--- src/include/spcp_pkg.sv ---
// Constants, types and baud constant function for the serial/parallel combination port
package spcp_pkg;
	// Register byte addresses
	localparam logic [3:0] ADDR_DATA = 4'h0;
	localparam logic [3:0] ADDR_CMD = 4'h4;
	localparam logic [3:0] ADDR_STATUS = 4'h8;
	localparam logic [3:0] ADDR_PORT = 4'hc;
	// Status bit positions
	localparam int ST_OBF = 0;
	localparam int ST_IBF = 1;
	localparam int ST_SRC0 = 2;
	localparam int ST_SRC1 = 3;
	localparam int ST_TXRDY = 5;
	localparam int ST_FERR = 6;
	localparam int ST_OERR = 7;
	// Command encoding: [7:6] opcode, [5] direction input, [1:0] baud select
	localparam logic [1:0] OP_CONFIG = 2'h1;
	localparam logic [1:0] OP_IO = 2'h2;
	localparam logic [1:0] OP_RSTERR = 2'h3;
	localparam int CMD_DIR = 5;
	// Reference edges per tick, four ticks per bit, two counts short
	localparam logic [7:0] REF_SHORT = 8'h02;
	localparam logic [7:0] DIV_110 = 8'hae;
	localparam logic [7:0] DIV_300 = 8'h40;
	localparam logic [7:0] DIV_600 = 8'h20;
	localparam logic [7:0] DIV_1200 = 8'h10;
	localparam real REF_KHZ = 76.8;
	localparam real CLK_MHZ = 10.0;
	localparam logic [2:0] RX_TICKS = 3'h4;
	localparam logic [7:0] RX_PRESET = 8'h80;
	localparam logic [5:0] TX_END = 6'h28;
	localparam logic [5:0] TX_STOP = 6'h24;
	localparam logic [1:0] TX_MOD_MASK = 2'h3;
	localparam logic [1:0] RESP_OKAY = 2'h0;
	localparam logic [1:0] RESP_SLVERR = 2'h2;
	typedef enum logic [1:0] {
		SPCP_DIV_STOP = 2'b00,
		SPCP_DIV_RUN = 2'b01,
		SPCP_DIV_RELOAD = 2'b10
	} spcp_div_e;
	function automatic logic [7:0] spcp_baud_const(input logic [1:0] sel);
		case (sel)
			2'h0: spcp_baud_const = DIV_110;
			2'h1: spcp_baud_const = DIV_300;
			2'h2: spcp_baud_const = DIV_600;
			default: spcp_baud_const = DIV_1200;
		endcase
	endfunction
endpackage

--- src/include/spcp_tick_if.sv ---
// Tick divider to core control signals
`timescale 1ns/1ps
interface spcp_tick_if;
	logic load;
	logic [7:0] constant;
	logic tick;
	logic reloaded;
	modport ctrl (output load, output constant, input tick, input reloaded);
	modport div (input load, input constant, output tick, output reloaded);
endinterface

--- src/verilog/spcp_tick_div.sv ---
// Reference-edge tick divider with short-count reload
`timescale 1ns/1ps
module spcp_tick_div
	import spcp_pkg::*;
(
	input wire logic aclk,
	input wire logic aresetn,
	input wire logic ref_fall,
	spcp_tick_if.div tk
);
	spcp_div_e state_r, state_nxt;
	logic [7:0] cnt_r, cnt_nxt;
	logic [7:0] const_r, const_nxt;
	logic [1:0] edges_r, edges_nxt;
	logic tick_r, tick_nxt;
	logic rel_r, rel_nxt;

	assign tk.tick = tick_r;
	assign tk.reloaded = rel_r;

	always_comb begin
		state_nxt = state_r;
		cnt_nxt = cnt_r;
		const_nxt = const_r;
		edges_nxt = edges_r;
		tick_nxt = 1'b0;
		rel_nxt = 1'b0;
		case (state_r)
			SPCP_DIV_STOP: begin
			end
			SPCP_DIV_RUN: begin
				if (ref_fall) begin
					if (cnt_r <= 8'h01) begin
						tick_nxt = 1'b1;
						edges_nxt = 2'h0;
						state_nxt = SPCP_DIV_RELOAD;
					end else begin
						cnt_nxt = cnt_r - 8'h01;
					end
				end
			end
			SPCP_DIV_RELOAD: begin
				if (ref_fall) begin
					edges_nxt = edges_r + 2'h1;
					if (edges_r == 2'h1) begin
						cnt_nxt = const_r;
						rel_nxt = 1'b1;
						state_nxt = SPCP_DIV_RUN;
					end
				end
			end
			default: state_nxt = SPCP_DIV_STOP;
		endcase
		if (tk.load) begin
			const_nxt = tk.constant;
			cnt_nxt = tk.constant;
			state_nxt = SPCP_DIV_RUN;
		end
	end

	always_ff @(posedge aclk) begin
		if (!aresetn) begin
			state_r <= SPCP_DIV_STOP;
			cnt_r <= 8'h00;
			const_r <= 8'h00;
			edges_r <= 2'h0;
			tick_r <= 1'b0;
			rel_r <= 1'b0;
		end else begin
			state_r <= state_nxt;
			cnt_r <= cnt_nxt;
			const_r <= const_nxt;
			edges_r <= edges_nxt;
			tick_r <= tick_nxt;
			rel_r <= rel_nxt;
		end
	end

	property p_reload_after_tick;
		@(posedge aclk) disable iff (!aresetn)
		(tick_r && !tk.load) |-> !rel_r ##1 (state_r == SPCP_DIV_RELOAD);
	endproperty
	a_reload_after_tick: assert property (p_reload_after_tick) else $error("no reload wait");
endmodule

--- src/verilog/spcp_top.sv ---
// Serial/parallel combination port with AXI4-Lite host access
`timescale 1ns/1ps
module spcp_top
	import spcp_pkg::*;
(
	input wire logic aclk,
	input wire logic aresetn,
	input wire logic [3:0] s_axi_awaddr,
	input wire logic s_axi_awvalid,
	output logic s_axi_awready,
	input wire logic [31:0] s_axi_wdata,
	input wire logic [3:0] s_axi_wstrb,
	input wire logic s_axi_wvalid,
	output logic s_axi_wready,
	output logic [1:0] s_axi_bresp,
	output logic s_axi_bvalid,
	input wire logic s_axi_bready,
	input wire logic [3:0] s_axi_araddr,
	input wire logic s_axi_arvalid,
	output logic s_axi_arready,
	output logic [31:0] s_axi_rdata,
	output logic [1:0] s_axi_rresp,
	output logic s_axi_rvalid,
	input wire logic s_axi_rready,
	input wire logic rx_data_pin,
	input wire logic ext_ref_clk,
	output logic tx_data_pin,
	output logic tx_ready_irq_pin,
	output logic output_full_irq_pin,
	output logic tick_indicator_pin,
	input wire logic [7:0] par_in,
	output logic [7:0] par_out,
	output logic [7:0] par_oe
);
	spcp_tick_if tk ();

	// Pin synchronisers
	logic [1:0] rx_s_r, ref_s_r;
	logic ref_d_r;
	logic [7:0] pin1_r, pin2_r;
	always_ff @(posedge aclk) begin
		if (!aresetn) begin
			rx_s_r <= 2'b11;
			ref_s_r <= 2'b00;
			ref_d_r <= 1'b0;
			pin1_r <= 8'h00;
			pin2_r <= 8'h00;
		end else begin
			rx_s_r <= {rx_s_r[0], rx_data_pin};
			ref_s_r <= {ref_s_r[0], ext_ref_clk};
			ref_d_r <= ref_s_r[1];
			pin1_r <= par_in;
			pin2_r <= pin1_r;
		end
	end
	logic rxd;
	logic ref_fall;
	assign rxd = rx_s_r[1];
	assign ref_fall = ref_d_r & ~ref_s_r[1];

	spcp_tick_div u_div (
		.aclk(aclk),
		.aresetn(aresetn),
		.ref_fall(ref_fall),
		.tk(tk)
	);

	// Host buffers and flags
	logic [7:0] hw_buf_r, hw_buf_nxt;
	logic ibf_r, ibf_nxt, cmd_flag_r, cmd_flag_nxt;
	logic [7:0] hr_buf_r, hr_buf_nxt;
	logic obf_r, obf_nxt;
	logic src0_r, src0_nxt, src1_r, src1_nxt;
	logic ferr_st_r, ferr_st_nxt, oerr_st_r, oerr_st_nxt;
	logic dir_in_r, dir_in_nxt, io_pend_r, io_pend_nxt;
	logic [7:0] par_out_r, par_out_nxt, par_oe_r, par_oe_nxt;
	logic tk_load_r, tk_load_nxt;
	logic [7:0] tk_const_r, tk_const_nxt;
	// Receiver state
	logic rx_flag_r, rx_flag_nxt, rx_good_r, rx_good_nxt, rx_fin_r, rx_fin_nxt;
	logic rx_rdy_r, rx_rdy_nxt, rx_ferr_r, rx_ferr_nxt, rx_oerr_r, rx_oerr_nxt;
	logic [7:0] rx_hold_r, rx_hold_nxt, rx_sh_r, rx_sh_nxt;
	logic [2:0] rx_cnt_r, rx_cnt_nxt;
	// Transmitter state
	logic tx_act_r, tx_act_nxt, tx_req_r, tx_req_nxt, tx_pipe_r, tx_pipe_nxt;
	logic tx_start_r, tx_start_nxt, tx_rdy_r, tx_rdy_nxt;
	logic [7:0] tx_hold_r, tx_hold_nxt, tx_sh_r, tx_sh_nxt;
	logic [5:0] tx_cnt_r, tx_cnt_nxt;
	logic txd_r, txd_nxt, tick_pin_r, tick_pin_nxt;
	// Bus
	logic aw_got_r, aw_got_nxt, w_got_r, w_got_nxt, bvalid_r, bvalid_nxt;
	logic [3:0] awaddr_r, awaddr_nxt;
	logic [7:0] wdata_r, wdata_nxt;
	logic wlane_r, wlane_nxt;
	logic [1:0] bresp_r, bresp_nxt, rresp_r, rresp_nxt;
	logic rvalid_r, rvalid_nxt;
	logic [31:0] rdata_r, rdata_nxt;
	logic awready_r, awready_nxt, wready_r, wready_nxt, arready_r, arready_nxt;

	logic [7:0] status;
	assign status = {oerr_st_r, ferr_st_r, tx_rdy_r, 1'b0, src1_r, src0_r, ibf_r, obf_r};
	assign tk.load = tk_load_r;
	assign tk.constant = tk_const_r;

	always_comb begin
		aw_got_nxt = aw_got_r;
		w_got_nxt = w_got_r;
		awaddr_nxt = awaddr_r;
		wdata_nxt = wdata_r;
		wlane_nxt = wlane_r;
		bvalid_nxt = bvalid_r;
		bresp_nxt = bresp_r;
		rvalid_nxt = rvalid_r;
		rresp_nxt = rresp_r;
		rdata_nxt = rdata_r;
		hw_buf_nxt = hw_buf_r;
		ibf_nxt = ibf_r;
		cmd_flag_nxt = cmd_flag_r;
		hr_buf_nxt = hr_buf_r;
		obf_nxt = obf_r;
		src0_nxt = src0_r;
		src1_nxt = src1_r;
		ferr_st_nxt = ferr_st_r;
		oerr_st_nxt = oerr_st_r;
		dir_in_nxt = dir_in_r;
		io_pend_nxt = io_pend_r;
		par_out_nxt = par_out_r;
		par_oe_nxt = par_oe_r;
		tk_load_nxt = 1'b0;
		tk_const_nxt = tk_const_r;
		rx_flag_nxt = rx_flag_r;
		rx_good_nxt = rx_good_r;
		rx_fin_nxt = rx_fin_r;
		rx_rdy_nxt = rx_rdy_r;
		rx_ferr_nxt = rx_ferr_r;
		rx_oerr_nxt = rx_oerr_r;
		rx_hold_nxt = rx_hold_r;
		rx_sh_nxt = rx_sh_r;
		rx_cnt_nxt = rx_cnt_r;
		tx_act_nxt = tx_act_r;
		tx_req_nxt = tx_req_r;
		tx_pipe_nxt = tx_pipe_r;
		tx_start_nxt = tx_start_r;
		tx_rdy_nxt = tx_rdy_r;
		tx_hold_nxt = tx_hold_r;
		tx_sh_nxt = tx_sh_r;
		tx_cnt_nxt = tx_cnt_r;
		txd_nxt = txd_r;
		tick_pin_nxt = tick_pin_r;

		// Write channel capture, then commit once both halves are held
		if (s_axi_awvalid && !aw_got_r && !bvalid_r) begin
			aw_got_nxt = 1'b1;
			awaddr_nxt = s_axi_awaddr;
		end
		if (s_axi_wvalid && !w_got_r && !bvalid_r) begin
			w_got_nxt = 1'b1;
			wdata_nxt = s_axi_wdata[7:0];
			wlane_nxt = s_axi_wstrb[0];
		end
		if (aw_got_r && w_got_r) begin
			aw_got_nxt = 1'b0;
			w_got_nxt = 1'b0;
			bvalid_nxt = 1'b1;
			bresp_nxt = RESP_OKAY;
			if (awaddr_r == ADDR_DATA || awaddr_r == ADDR_CMD) begin
				// Busy buffer drops the write and reports it
				if (ibf_r) begin
					bresp_nxt = RESP_SLVERR;
				end else if (wlane_r) begin
					hw_buf_nxt = wdata_r;
					ibf_nxt = 1'b1;
					cmd_flag_nxt = (awaddr_r == ADDR_CMD);
				end
			end else if (awaddr_r != ADDR_STATUS && awaddr_r != ADDR_PORT) begin
				bresp_nxt = RESP_SLVERR;
			end
		end
		if (bvalid_r && s_axi_bready) begin
			bvalid_nxt = 1'b0;
		end
		// Read channel; reading the data buffer frees it
		if (rvalid_r && s_axi_rready) begin
			rvalid_nxt = 1'b0;
		end else if (s_axi_arvalid && !rvalid_r) begin
			rvalid_nxt = 1'b1;
			rresp_nxt = RESP_OKAY;
			rdata_nxt = 32'h0000_0000;
			case (s_axi_araddr)
				ADDR_DATA: begin
					rdata_nxt = {24'h00_0000, hr_buf_r};
					obf_nxt = 1'b0;
				end
				ADDR_STATUS: rdata_nxt = {24'h00_0000, status};
				ADDR_PORT: rdata_nxt = {24'h00_0000, pin2_r};
				ADDR_CMD: rdata_nxt = 32'h0000_0000;
				default: rresp_nxt = RESP_SLVERR;
			endcase
		end
		// Ready outputs registered from the settled next state
		awready_nxt = !aw_got_nxt && !bvalid_nxt;
		wready_nxt = !w_got_nxt && !bvalid_nxt;
		arready_nxt = !rvalid_nxt;

		if (ibf_r) begin
			ibf_nxt = 1'b0;
			if (cmd_flag_r) begin
				case (hw_buf_r[7:6])
					OP_CONFIG: begin
						dir_in_nxt = hw_buf_r[CMD_DIR];
						tk_const_nxt = spcp_baud_const(hw_buf_r[1:0]) - REF_SHORT;
						tk_load_nxt = 1'b1;
						if (hw_buf_r[CMD_DIR]) begin
							par_out_nxt = 8'hff;
							par_oe_nxt = 8'h00;
						end else begin
							par_oe_nxt = 8'hff;
						end
					end
					OP_IO: io_pend_nxt = 1'b1;
					OP_RSTERR: begin
						ferr_st_nxt = 1'b0;
						oerr_st_nxt = 1'b0;
					end
					default: begin
					end
				endcase
			end else if (io_pend_r) begin
				par_out_nxt = hw_buf_r;
				io_pend_nxt = 1'b0;
			end else begin
				tx_hold_nxt = hw_buf_r;
				tx_rdy_nxt = 1'b0;
				tx_req_nxt = 1'b1;
			end
		end else if (!obf_r && !(s_axi_arvalid && !rvalid_r && s_axi_araddr == ADDR_DATA)) begin
			if (rx_rdy_r) begin
				hr_buf_nxt = rx_hold_r;
				obf_nxt = 1'b1;
				src0_nxt = 1'b1;
				src1_nxt = 1'b1;
				ferr_st_nxt = ferr_st_r | rx_ferr_r;
				oerr_st_nxt = oerr_st_r | rx_oerr_r;
				rx_rdy_nxt = 1'b0;
				rx_oerr_nxt = 1'b0;
			end else if (io_pend_r && dir_in_r) begin
				hr_buf_nxt = pin2_r;
				obf_nxt = 1'b1;
				src0_nxt = 1'b0;
				src1_nxt = 1'b1;
				io_pend_nxt = 1'b0;
			end
		end

		if (tk.reloaded) begin
			tick_pin_nxt = ~tick_pin_r;
		end
		if (tk.tick) begin
			txd_nxt = tx_pipe_r;
			// Receiver
			if (!rx_flag_r) begin
				rx_flag_nxt = ~rxd;
			end else if (!rx_good_r) begin
				if (rxd) begin
					rx_flag_nxt = 1'b0;
				end else begin
					rx_good_nxt = 1'b1;
					rx_cnt_nxt = RX_TICKS;
					rx_sh_nxt = RX_PRESET;
				end
			end else if (rx_cnt_r != 3'h1) begin
				rx_cnt_nxt = rx_cnt_r - 3'h1;
			end else begin
				rx_cnt_nxt = RX_TICKS;
				if (!rx_fin_r) begin
					rx_sh_nxt = {rxd, rx_sh_r[7:1]};
					rx_fin_nxt = rx_sh_r[0];
				end else begin
					rx_ferr_nxt = ~rxd;
					if (rx_rdy_r && !(rx_rdy_nxt == 1'b0)) begin
						rx_oerr_nxt = 1'b1;
					end
					rx_hold_nxt = rx_sh_r;
					rx_rdy_nxt = 1'b1;
					rx_flag_nxt = 1'b0;
					rx_good_nxt = 1'b0;
					rx_fin_nxt = 1'b0;
				end
			end
			// Transmitter
			if (tx_start_r) begin
				tx_start_nxt = 1'b0;
				tx_cnt_nxt = 6'h00;
			end else if (((tx_cnt_r + 6'h01) & {4'h0, TX_MOD_MASK}) != 6'h00) begin
				tx_cnt_nxt = tx_cnt_r + 6'h01;
			end else begin
				tx_cnt_nxt = tx_cnt_r + 6'h01;
				if (!tx_act_r) begin
					if (tx_req_r) begin
						tx_sh_nxt = tx_hold_r;
						tx_req_nxt = 1'b0;
						tx_act_nxt = 1'b1;
						tx_start_nxt = 1'b1;
						tx_pipe_nxt = 1'b0;
					end
					if (!(ibf_r && !cmd_flag_r && !io_pend_r)) begin
						tx_rdy_nxt = 1'b1;
					end
				end else if (tx_cnt_r + 6'h01 == TX_END) begin
					tx_act_nxt = 1'b0;
				end else if (tx_cnt_r + 6'h01 == TX_STOP) begin
					tx_pipe_nxt = 1'b1;
				end else begin
					tx_pipe_nxt = tx_sh_r[0];
					tx_sh_nxt = {1'b1, tx_sh_r[7:1]};
				end
			end
		end
	end

	always_ff @(posedge aclk) begin
		if (!aresetn) begin
			aw_got_r <= 1'b0;
			w_got_r <= 1'b0;
			awaddr_r <= 4'h0;
			wdata_r <= 8'h00;
			wlane_r <= 1'b0;
			bvalid_r <= 1'b0;
			bresp_r <= RESP_OKAY;
			rvalid_r <= 1'b0;
			rresp_r <= RESP_OKAY;
			rdata_r <= 32'h0000_0000;
			awready_r <= 1'b1;
			wready_r <= 1'b1;
			arready_r <= 1'b1;
			hw_buf_r <= 8'h00;
			ibf_r <= 1'b0;
			cmd_flag_r <= 1'b0;
			hr_buf_r <= 8'h00;
			obf_r <= 1'b0;
			src0_r <= 1'b0;
			src1_r <= 1'b0;
			ferr_st_r <= 1'b0;
			oerr_st_r <= 1'b0;
			dir_in_r <= 1'b1;
			io_pend_r <= 1'b0;
			par_out_r <= 8'hff;
			par_oe_r <= 8'h00;
			tk_load_r <= 1'b0;
			tk_const_r <= 8'h00;
			rx_flag_r <= 1'b0;
			rx_good_r <= 1'b0;
			rx_fin_r <= 1'b0;
			rx_rdy_r <= 1'b0;
			rx_ferr_r <= 1'b0;
			rx_oerr_r <= 1'b0;
			rx_hold_r <= 8'h00;
			rx_sh_r <= 8'h00;
			rx_cnt_r <= 3'h0;
			tx_act_r <= 1'b0;
			tx_req_r <= 1'b0;
			tx_pipe_r <= 1'b1;
			tx_start_r <= 1'b0;
			tx_rdy_r <= 1'b1;
			tx_hold_r <= 8'h00;
			tx_sh_r <= 8'h00;
			tx_cnt_r <= 6'h00;
			txd_r <= 1'b1;
			tick_pin_r <= 1'b0;
		end else begin
			aw_got_r <= aw_got_nxt;
			w_got_r <= w_got_nxt;
			awaddr_r <= awaddr_nxt;
			wdata_r <= wdata_nxt;
			wlane_r <= wlane_nxt;
			bvalid_r <= bvalid_nxt;
			bresp_r <= bresp_nxt;
			rvalid_r <= rvalid_nxt;
			rresp_r <= rresp_nxt;
			rdata_r <= rdata_nxt;
			awready_r <= awready_nxt;
			wready_r <= wready_nxt;
			arready_r <= arready_nxt;
			hw_buf_r <= hw_buf_nxt;
			ibf_r <= ibf_nxt;
			cmd_flag_r <= cmd_flag_nxt;
			hr_buf_r <= hr_buf_nxt;
			obf_r <= obf_nxt;
			src0_r <= src0_nxt;
			src1_r <= src1_nxt;
			ferr_st_r <= ferr_st_nxt;
			oerr_st_r <= oerr_st_nxt;
			dir_in_r <= dir_in_nxt;
			io_pend_r <= io_pend_nxt;
			par_out_r <= par_out_nxt;
			par_oe_r <= par_oe_nxt;
			tk_load_r <= tk_load_nxt;
			tk_const_r <= tk_const_nxt;
			rx_flag_r <= rx_flag_nxt;
			rx_good_r <= rx_good_nxt;
			rx_fin_r <= rx_fin_nxt;
			rx_rdy_r <= rx_rdy_nxt;
			rx_ferr_r <= rx_ferr_nxt;
			rx_oerr_r <= rx_oerr_nxt;
			rx_hold_r <= rx_hold_nxt;
			rx_sh_r <= rx_sh_nxt;
			rx_cnt_r <= rx_cnt_nxt;
			tx_act_r <= tx_act_nxt;
			tx_req_r <= tx_req_nxt;
			tx_pipe_r <= tx_pipe_nxt;
			tx_start_r <= tx_start_nxt;
			tx_rdy_r <= tx_rdy_nxt;
			tx_hold_r <= tx_hold_nxt;
			tx_sh_r <= tx_sh_nxt;
			tx_cnt_r <= tx_cnt_nxt;
			txd_r <= txd_nxt;
			tick_pin_r <= tick_pin_nxt;
		end
	end

	assign tx_data_pin = txd_r;
	assign tx_ready_irq_pin = tx_rdy_r;
	assign output_full_irq_pin = obf_r;
	assign tick_indicator_pin = tick_pin_r;
	assign par_out = par_out_r;
	assign par_oe = par_oe_r;
	assign s_axi_awready = awready_r;
	assign s_axi_wready = wready_r;
	assign s_axi_bvalid = bvalid_r;
	assign s_axi_bresp = bresp_r;
	assign s_axi_arready = arready_r;
	assign s_axi_rvalid = rvalid_r;
	assign s_axi_rdata = rdata_r;
	assign s_axi_rresp = rresp_r;

	property p_false_start;
		@(posedge aclk) disable iff (!aresetn)
		(tk.tick && rx_flag_r && !rx_good_r && rxd) |=> !rx_flag_r;
	endproperty
	a_false_start: assert property (p_false_start) else $error("false start kept");
	property p_preset;
		@(posedge aclk) disable iff (!aresetn)
		(tk.tick && rx_flag_r && !rx_good_r && !rxd) |=> (rx_sh_r == RX_PRESET && rx_cnt_r == RX_TICKS);
	endproperty
	a_preset: assert property (p_preset) else $error("deserializer not preset");
	property p_idle_sample;
		@(posedge aclk) disable iff (!aresetn)
		(tk.tick && !rx_flag_r && !rxd) |=> rx_flag_r;
	endproperty
	a_idle_sample: assert property (p_idle_sample) else $error("start not seen");
	property p_frame_err;
		@(posedge aclk) disable iff (!aresetn)
		(tk.tick && rx_fin_r && rx_cnt_r == 3'h1) |=> (rx_ferr_r == !$past(rxd) && rx_rdy_r);
	endproperty
	a_frame_err: assert property (p_frame_err) else $error("stop check wrong");
	property p_txd_pipe;
		@(posedge aclk) disable iff (!aresetn)
		tk.tick |=> (txd_r == $past(tx_pipe_r));
	endproperty
	a_txd_pipe: assert property (p_txd_pipe) else $error("line not from pipeline");
	property p_tx_write;
		@(posedge aclk) disable iff (!aresetn)
		(ibf_r && !cmd_flag_r && !io_pend_r) |=> (tx_req_r && !tx_rdy_r);
	endproperty
	a_tx_write: assert property (p_tx_write) else $error("transmit write lost");
	property p_par_out;
		@(posedge aclk) disable iff (!aresetn)
		(ibf_r && !cmd_flag_r && io_pend_r) |=> (par_out_r == $past(hw_buf_r) && !io_pend_r);
	endproperty
	a_par_out: assert property (p_par_out) else $error("parallel byte lost");
	property p_tick_toggle;
		@(posedge aclk) disable iff (!aresetn)
		tk.reloaded |=> (tick_pin_r != $past(tick_pin_r));
	endproperty
	a_tick_toggle: assert property (p_tick_toggle) else $error("indicator not toggled");
	property p_rsterr;
		@(posedge aclk) disable iff (!aresetn)
		(ibf_r && cmd_flag_r && hw_buf_r[7:6] == OP_RSTERR) |=> (!ferr_st_r && !oerr_st_r);
	endproperty
	a_rsterr: assert property (p_rsterr) else $error("errors not cleared");
endmodule

--- config.mk ---
export PLATFORM = sky130hd
export DESIGN_NAME = spcp_top
export DESIGN_NICKNAME = d
export VERILOG_FILES = /design/src/include/spcp_pkg.sv /design/src/include/spcp_tick_if.sv /design/src/verilog/spcp_tick_div.sv /design/src/verilog/spcp_top.sv
export SDC_FILE = /design/constraint.sdc
export NUM_CORES = 1
export LEC_CHECK = 0
export BUFFER_PORTS_ARGS = -buffer_cell sky130_fd_sc_hd__buf_4
export CAP_MARGIN = 5
export CELL_PAD_IN_SITES_DETAIL_PLACEMENT = 2
export CELL_PAD_IN_SITES_GLOBAL_PLACEMENT = 2
export CORE_UTILIZATION = 36
export DETAILED_ROUTE_END_ITERATION = 16
export GPL_TIMING_DRIVEN = 0
export PLACE_DENSITY = 0.92
export SLEW_MARGIN = 5
export SYNTH_ARGS = -nofsm -noshare
export SYNTH_HDL_FRONTEND = slang
export SYNTH_SLANG_ARGS = --single-unit
--- constraint.sdc ---
create_clock -name aclk -period 5 [get_ports aclk]
set_clock_uncertainty 0.2 [all_clocks]
set_input_delay 0 -clock aclk [delete_from_list [all_inputs] [get_ports aclk]]
set_output_delay 0 -clock aclk [all_outputs]
set_load 0.05 [all_outputs]
; Yosys cells after proc, flatten, opt, wreduce, memory -nomap -nowiden
; Cells that the tools add are included.
[op_classes]
addsub = 5
multipliers = 0
div = 0
shifts = 0
mux = 128
n_reduce_logical = 69
n_eq_ne = 38
order_cmp = 1
bitwise_logic = 17
[op_table]
columns = cell, count
row1 = 8-bit 2-to-1 mux, 23
row2 = 1-bit 2-to-1 mux, 85
row3 = 8-bit one-hot mux with 3 select lines, 2
row4 = 5-bit AND reduction, 6
row5 = 3-bit AND reduction, 8
row6 = 4-bit AND reduction, 6
row7 = 2-bit 2-to-1 mux, 11
row8 = "2-bit inequality test, second input constant", 9
row9 = 1-bit logical AND, 17
row10 = 8-bit one-hot mux with 2 select lines, 1
row11 = 1-bit NOT, 14
row12 = 2-bit nonzero test, 7
row13 = "6-bit equality test, second input constant", 2
row14 = 1-bit logical NOT, 12
row15 = "2-bit by 1-bit inequality test with 1-bit output, second input constant", 6
row16 = 3-bit 2-to-1 mux, 3
row17 = "3-bit by 2-bit inequality test with 1-bit output, second input constant", 3
row18 = "3-bit inequality test, second input constant", 3
row19 = "2-bit by 1-bit equality test with 1-bit output, second input constant", 4
row20 = "2-bit equality test, second input constant", 4
row21 = "4-bit by 3-bit equality test with 1-bit output, second input constant", 2
row22 = "4-bit equality test, second input constant", 2
row23 = "8-bit by 1-bit <= comparator with 1-bit output, second input constant", 1
row24 = 4-bit logical NOT, 2
row25 = 20 further kinds, 25
[totals]
register_bits = 203
latchBits = 0
memories = 0
output_inout_bits = 61
in_bits = 61
wordCells = 317
mem_bits_ro = 0
mem_bits_rw = 0

; Logic depth before layout (Yosys ltp)
[logic_depth]
depth_word = 14
mapped_depth = 9

; Hierarchy
; Synthesis repeated with hierarchy kept, for this count alone.
[hier_totals]
hier_cells = 776
area_unflattened_um2 = 7108.1
[modules_own_cells]
columns = mod, seq_area_each_um2, cells_per_inst, area_each_um2, instances
row1 = spcp_top, 2902.8, 648, 5967.0, 1
row2 = spcp_tick_div, 440.4, 128, 1141.1, 1

; Worst setup path before layout
; No wires, ideal clock.
[synth_timing]
kind = reg2reg
from = register rvalid_r (netlist: s_axi_rvalid)
to = register hr_buf_r[0]
stages_incl_launch_ff = 6
slack_ns = 2.833
t_arrival_ns = 1.829
n_path_buf = 1
cell_sequence = dfxtp_1 > nor4b_2 > a21o_1 > nor3_2 > clkbuf_1 > a211oi_1
[synth_via]
elab_chain_len = 6
[synth_lines]
columns = element, line
row1 = "start, declared", spcp_top.sv:96  ; logic rvalid_r, rvalid_nxt;
row2 = "start signal, assigned", spcp_top.sv:378  ; rvalid_r <= rvalid_nxt;
row3 = 1-bit logical NOT, spcp_top.sv:236  ; end else if (!obf_r && !(s_axi_arvalid && !rvalid_r && s_axi_araddr == ADDR_DATA)) begin
row4 = 1-bit logical AND (2 in a row), spcp_top.sv:236
row5 = 1-bit logical NOT, spcp_top.sv:236
row6 = 1-bit logical AND, spcp_top.sv:236
row7 = 3-bit AND reduction (no source line), n/a
row8 = "end signal, assigned", spcp_top.sv:387  ; hr_buf_r <= hr_buf_nxt;
row9 = "end, declared", spcp_top.sv:71  ; logic [7:0] hr_buf_r, hr_buf_nxt;
; Every way passes these cells.
; A chain may end at the register's enable or synchronous reset.

; Worst setup path after layout
[layout_timing]
from = register rx_cnt_r[1]
to = register rx_hold_r[1]
[layout_via]
elab_chain_len = 3
[layout_lines]
columns = element, line
row1 = "start, declared", spcp_top.sv:83  ; logic [2:0] rx_cnt_r, rx_cnt_nxt;
row2 = "start signal, assigned", spcp_top.sv:407  ; rx_cnt_r <= rx_cnt_nxt;
row3 = 3-bit by 1-bit inequality test with 1-bit output, spcp_top.sv:271  ; end else if (rx_cnt_r != 3'h1) begin
row4 = 1-bit NOT (no source line), n/a
row5 = 5-bit AND reduction (no source line), n/a
row6 = "end signal, assigned", spcp_top.sv:405  ; rx_hold_r <= rx_hold_nxt;
row7 = "end, declared", spcp_top.sv:82  ; logic [7:0] rx_hold_r, rx_hold_nxt, rx_sh_r, rx_sh_nxt;
; Every way passes these cells.

==> impl_metrics.toml <==
[run_status]
status = "finished clean"

[worst_setup_path]
path_max_fanout = 10
worstSetupStartpointType = "flip-flop"
critPathCapture = "rx_hold_r[1]"
worstSetupPathType = "flip-flop to flip-flop"
crit_required_ns = 5.14
r2r_end = "rx_hold_r[1]"
crit_arrival_ns = 2.97
cp-end-kind = "flip-flop"
r2r_cells = 9
critical_path.startpoint = "rx_cnt_r[1]"
regToRegStartpoint = "rx_cnt_r[1]"
rrSetupSlack_ns = 2.17

[placed_design]
place_congestion = 0.778
dp_slack_ns = 2.54
port_buffers = 66
dp_cells = 1103
hpwl_um = 15900

[route]
vias_per_cell = 5.62
drc = 0
vias = 6568
finalWirelength_um = 30200
avgRoutedWirePerCell_um = 25.9
drt_iter0_drc = 389
postRouteAntennaNets = 0
first_pass_iters = 5

[floorplanning]
die_w_um = 141
row_count = 50
die_y_um = 141
die_area_mm2 = 0.0198
ioPinCount = 122
core_mm2 = 0.0188
start_util_pct = 37.0

[clock_tree]
clk_pin_slew_ns = 0.07
cts_setup_buffers = 0
clock-sinks = 164
htreeDepth = 4
cts_buffers = 17
clock_path_buffers = 2
cts_resized = 0
root_buffer = "clkbuf_16"
cts_tree = "yes"
clk_latency_ns = 0.46

[timing]
rsz0062_at_grt = "no"
layout_setup_ws_ns = 2.17
drv_slew = 0
setup_viol = 0
finalCritPeriodShare_pct = 56.5
fin_crit_ns = 2.83
fmax_mhz = 354
relSlewSlack_pct = 31.1
finalSetupTns_ns = 0
hold_viol = 0
hold_slack_ns = 0.0202
timing_worst_slew_pin_value_ns = 1.03

[final_layout]
drive_above_1_share_pct = 16.4
num-fill-cells = 2011
antenna_cells = 0
seqCellArea_mm2 = 0.00328
multi_input_area_mm2 = 0.00326
syn_to_final_growth_pct = 26.1
instances_no_fill = 1168
finalNetCount = 992
layout_common_cells = "dfxtp_1 (164), nor2_1 (130), buf_4 (99), nand2_1 (58), a21oi_1 (56)"
fin_util_pct = 46.6
mostFrequentLayoutCell = "dfxtp_1"

[synthesis]
synth_xor_area_share_pct = 0.758
ys_types = 61
synth_edf_count = 0
synth_fa_ha_area_share_pct = 1.80
syn_inst = 778
ys_seq_area_share_pct = 47.3
synth_compound_area_share_pct = 13.5
async_flop_share_pct = 0
synth_area_mm2 = 0.00694
synthMuxAreaShare_pct = 8.95
yosys_warnings = 0
synth_top_family_by_area = "simple AND/OR/NAND/NOR gates"
postSynthAreaPerCell_um2 = 8.91
synthSimpleGateAreaFrac_pct = 20.5
synth-main-ff-cell = "dfxtp_1"
synth_seq_cells = 164

[worst_hold_path]
hold_path.class = "primary input to flip-flop"

[power_and_ir_drop]
power_leakage_nw = 3.63
vdd_drop_max_uv = 267
power_density_mw_per_mm2 = 339

[grt]
grt_pass1_vias = 7503
grt_max_degree = 17
grt_use_total_pct = 31.8
antenna_found_initial = 0
grt_pass1_wl_um = 46300
grt-ovfl-total = 0

[run]
max_cap_violations = 0
==> cell families after synthesis <==
| group | count (synthesis) |
|---|---|
| and+or+nand+nor | 297 |
| DFF | 164 |
| AOI/OAI and AO/OA | 145 |
| buffers and inverters | 94 |
| muxes | 61 |
| adders and majority gates | 10 |
| xor gates and xnor gates | 6 |
| other | 1 |
==> cell usage after synthesis (4+ instances only) <==
cell type    n  area (µm²)
o21ai_1      5        25.0
mux2i_1     53         531
nor3b_1      6        45.0
and3_1       4        25.0
clkbuf_1    33         124
nand3_1     10        50.1
nor2_1     130         488
o21ai_0     15        75.1
ha_1        10         125
a211oi_1    18         135
nand2b_1    23         144
and2_1      22         138
or3_1        4        25.0
nor2b_1      9        56.3
buf_4       33         248
a21oi_1     56         280
nor3_1      14        70.1
o211ai_1     8        60.1
inv_1       17        63.8
nand2_1     58         218
dfxtp_1    164        3280
mux2_2       8        90.1
xnor2_1      6        52.6
buf_2        5        25.0
a22oi_1     10        75.1
buf_1        4        15.0
==> report_power, final <==
part / internal [mW] / switching, mW
Clock: 0.772 / 0.624
Combinational: 0.0809 / 0.149
Sequential: 1.33 / 0.0166
==> sequential cells by signal, summed over array words and instances (netlist names), 2 cells and up <==
| signal | flops |
|---|---|
| awaddr_r | 4 |
| hr_buf_r | 8 |
| hw_buf_r | 8 |
| par_out | 8 |
| pin1_r | 8 |
| pin2_r | 8 |
| ref_s_r | 2 |
| rx_cnt_r | 3 |
| rx_hold_r | 8 |
| rx_s_r | 2 |
| rx_sh_r | 8 |
| s_axi_rdata | 8 |
| tk.constant | 5 |
| tx_cnt_r | 6 |
| tx_hold_r | 8 |
| tx_sh_r | 8 |
| u_div.cnt_r | 8 |
| u_div.const_r | 5 |
| u_div.edges_r | 2 |
| u_div.state_r | 2 |
| wdata_r | 8 |
==> critical path, stage by stage (launching register included) <==
cell	delay [ns]
dfxtp_1	0.32
inv_1	0.11
ha_1	0.21
nor2b_1	0.22
and3_1	0.21
clkbuf_1	0.27
and3_1	0.27
clkbuf_1	0.42
nand2_1	0.18
a21oi_1	0.30
==> layout make-up <==
| class | instances | area share (%) |
|---|---|---|
| Timing Repair Buffer | 99 | 9.44 |
| Clock inverter | 12 | 1.64 |
| Tap cell | 234 | 3.35 |
| Buffer | 76 | 4.83 |
| Multi-Input combinational cell | 545 | 37.2 |
| Inverter | 18 | 0.772 |
| Sequential cell | 164 | 37.5 |
| Clock buffer | 20 | 5.22 |
==> worst min-delay path by stage <==
stage,start,end,slack (ns),cells after the start
after detailed placement,rx_data_pin,rx_s_r[0],0.006,2
after global routing,s_axi_awvalid,awaddr_r[3],0.03,4
after floorplan,rx_data_pin,rx_s_r[0],-0.1,1
after CTS,s_axi_awvalid,awaddr_r[3],0.02,4
final,s_axi_awvalid,aw_got_r,0.02,4
after global placement,rx_data_pin,rx_s_r[0],0.0009,2
==> per-stage QoR <==
stage / power (mW) / area (µm²)
after detailed placement: 1.57 / 7820
after global routing: 3.04 / 8750
after CTS: 2.96 / 8750
after floorplan: 1.50 / 7030
final: 2.97 / 8750
after global placement: 1.56 / 7820
==> metal layers <==
layer	GRT usage [%]	up-vias	routed length (µm)
li1	-	2889	-
met1	33.8	3344	11500
met2	58.2	229	16000
met3	6.66	106	1200
met4	18.5	0	1570
met5	0	-	0
==> timing repair <==
| action | in CTS | in global routing |
|---|---|---|
| hold endpoints to repair | 40 | 0 |
| setup endpoints to repair | 0 | 0 |
| hold buffers | 33 | 0 |
(Power assumes the default switching activity.)
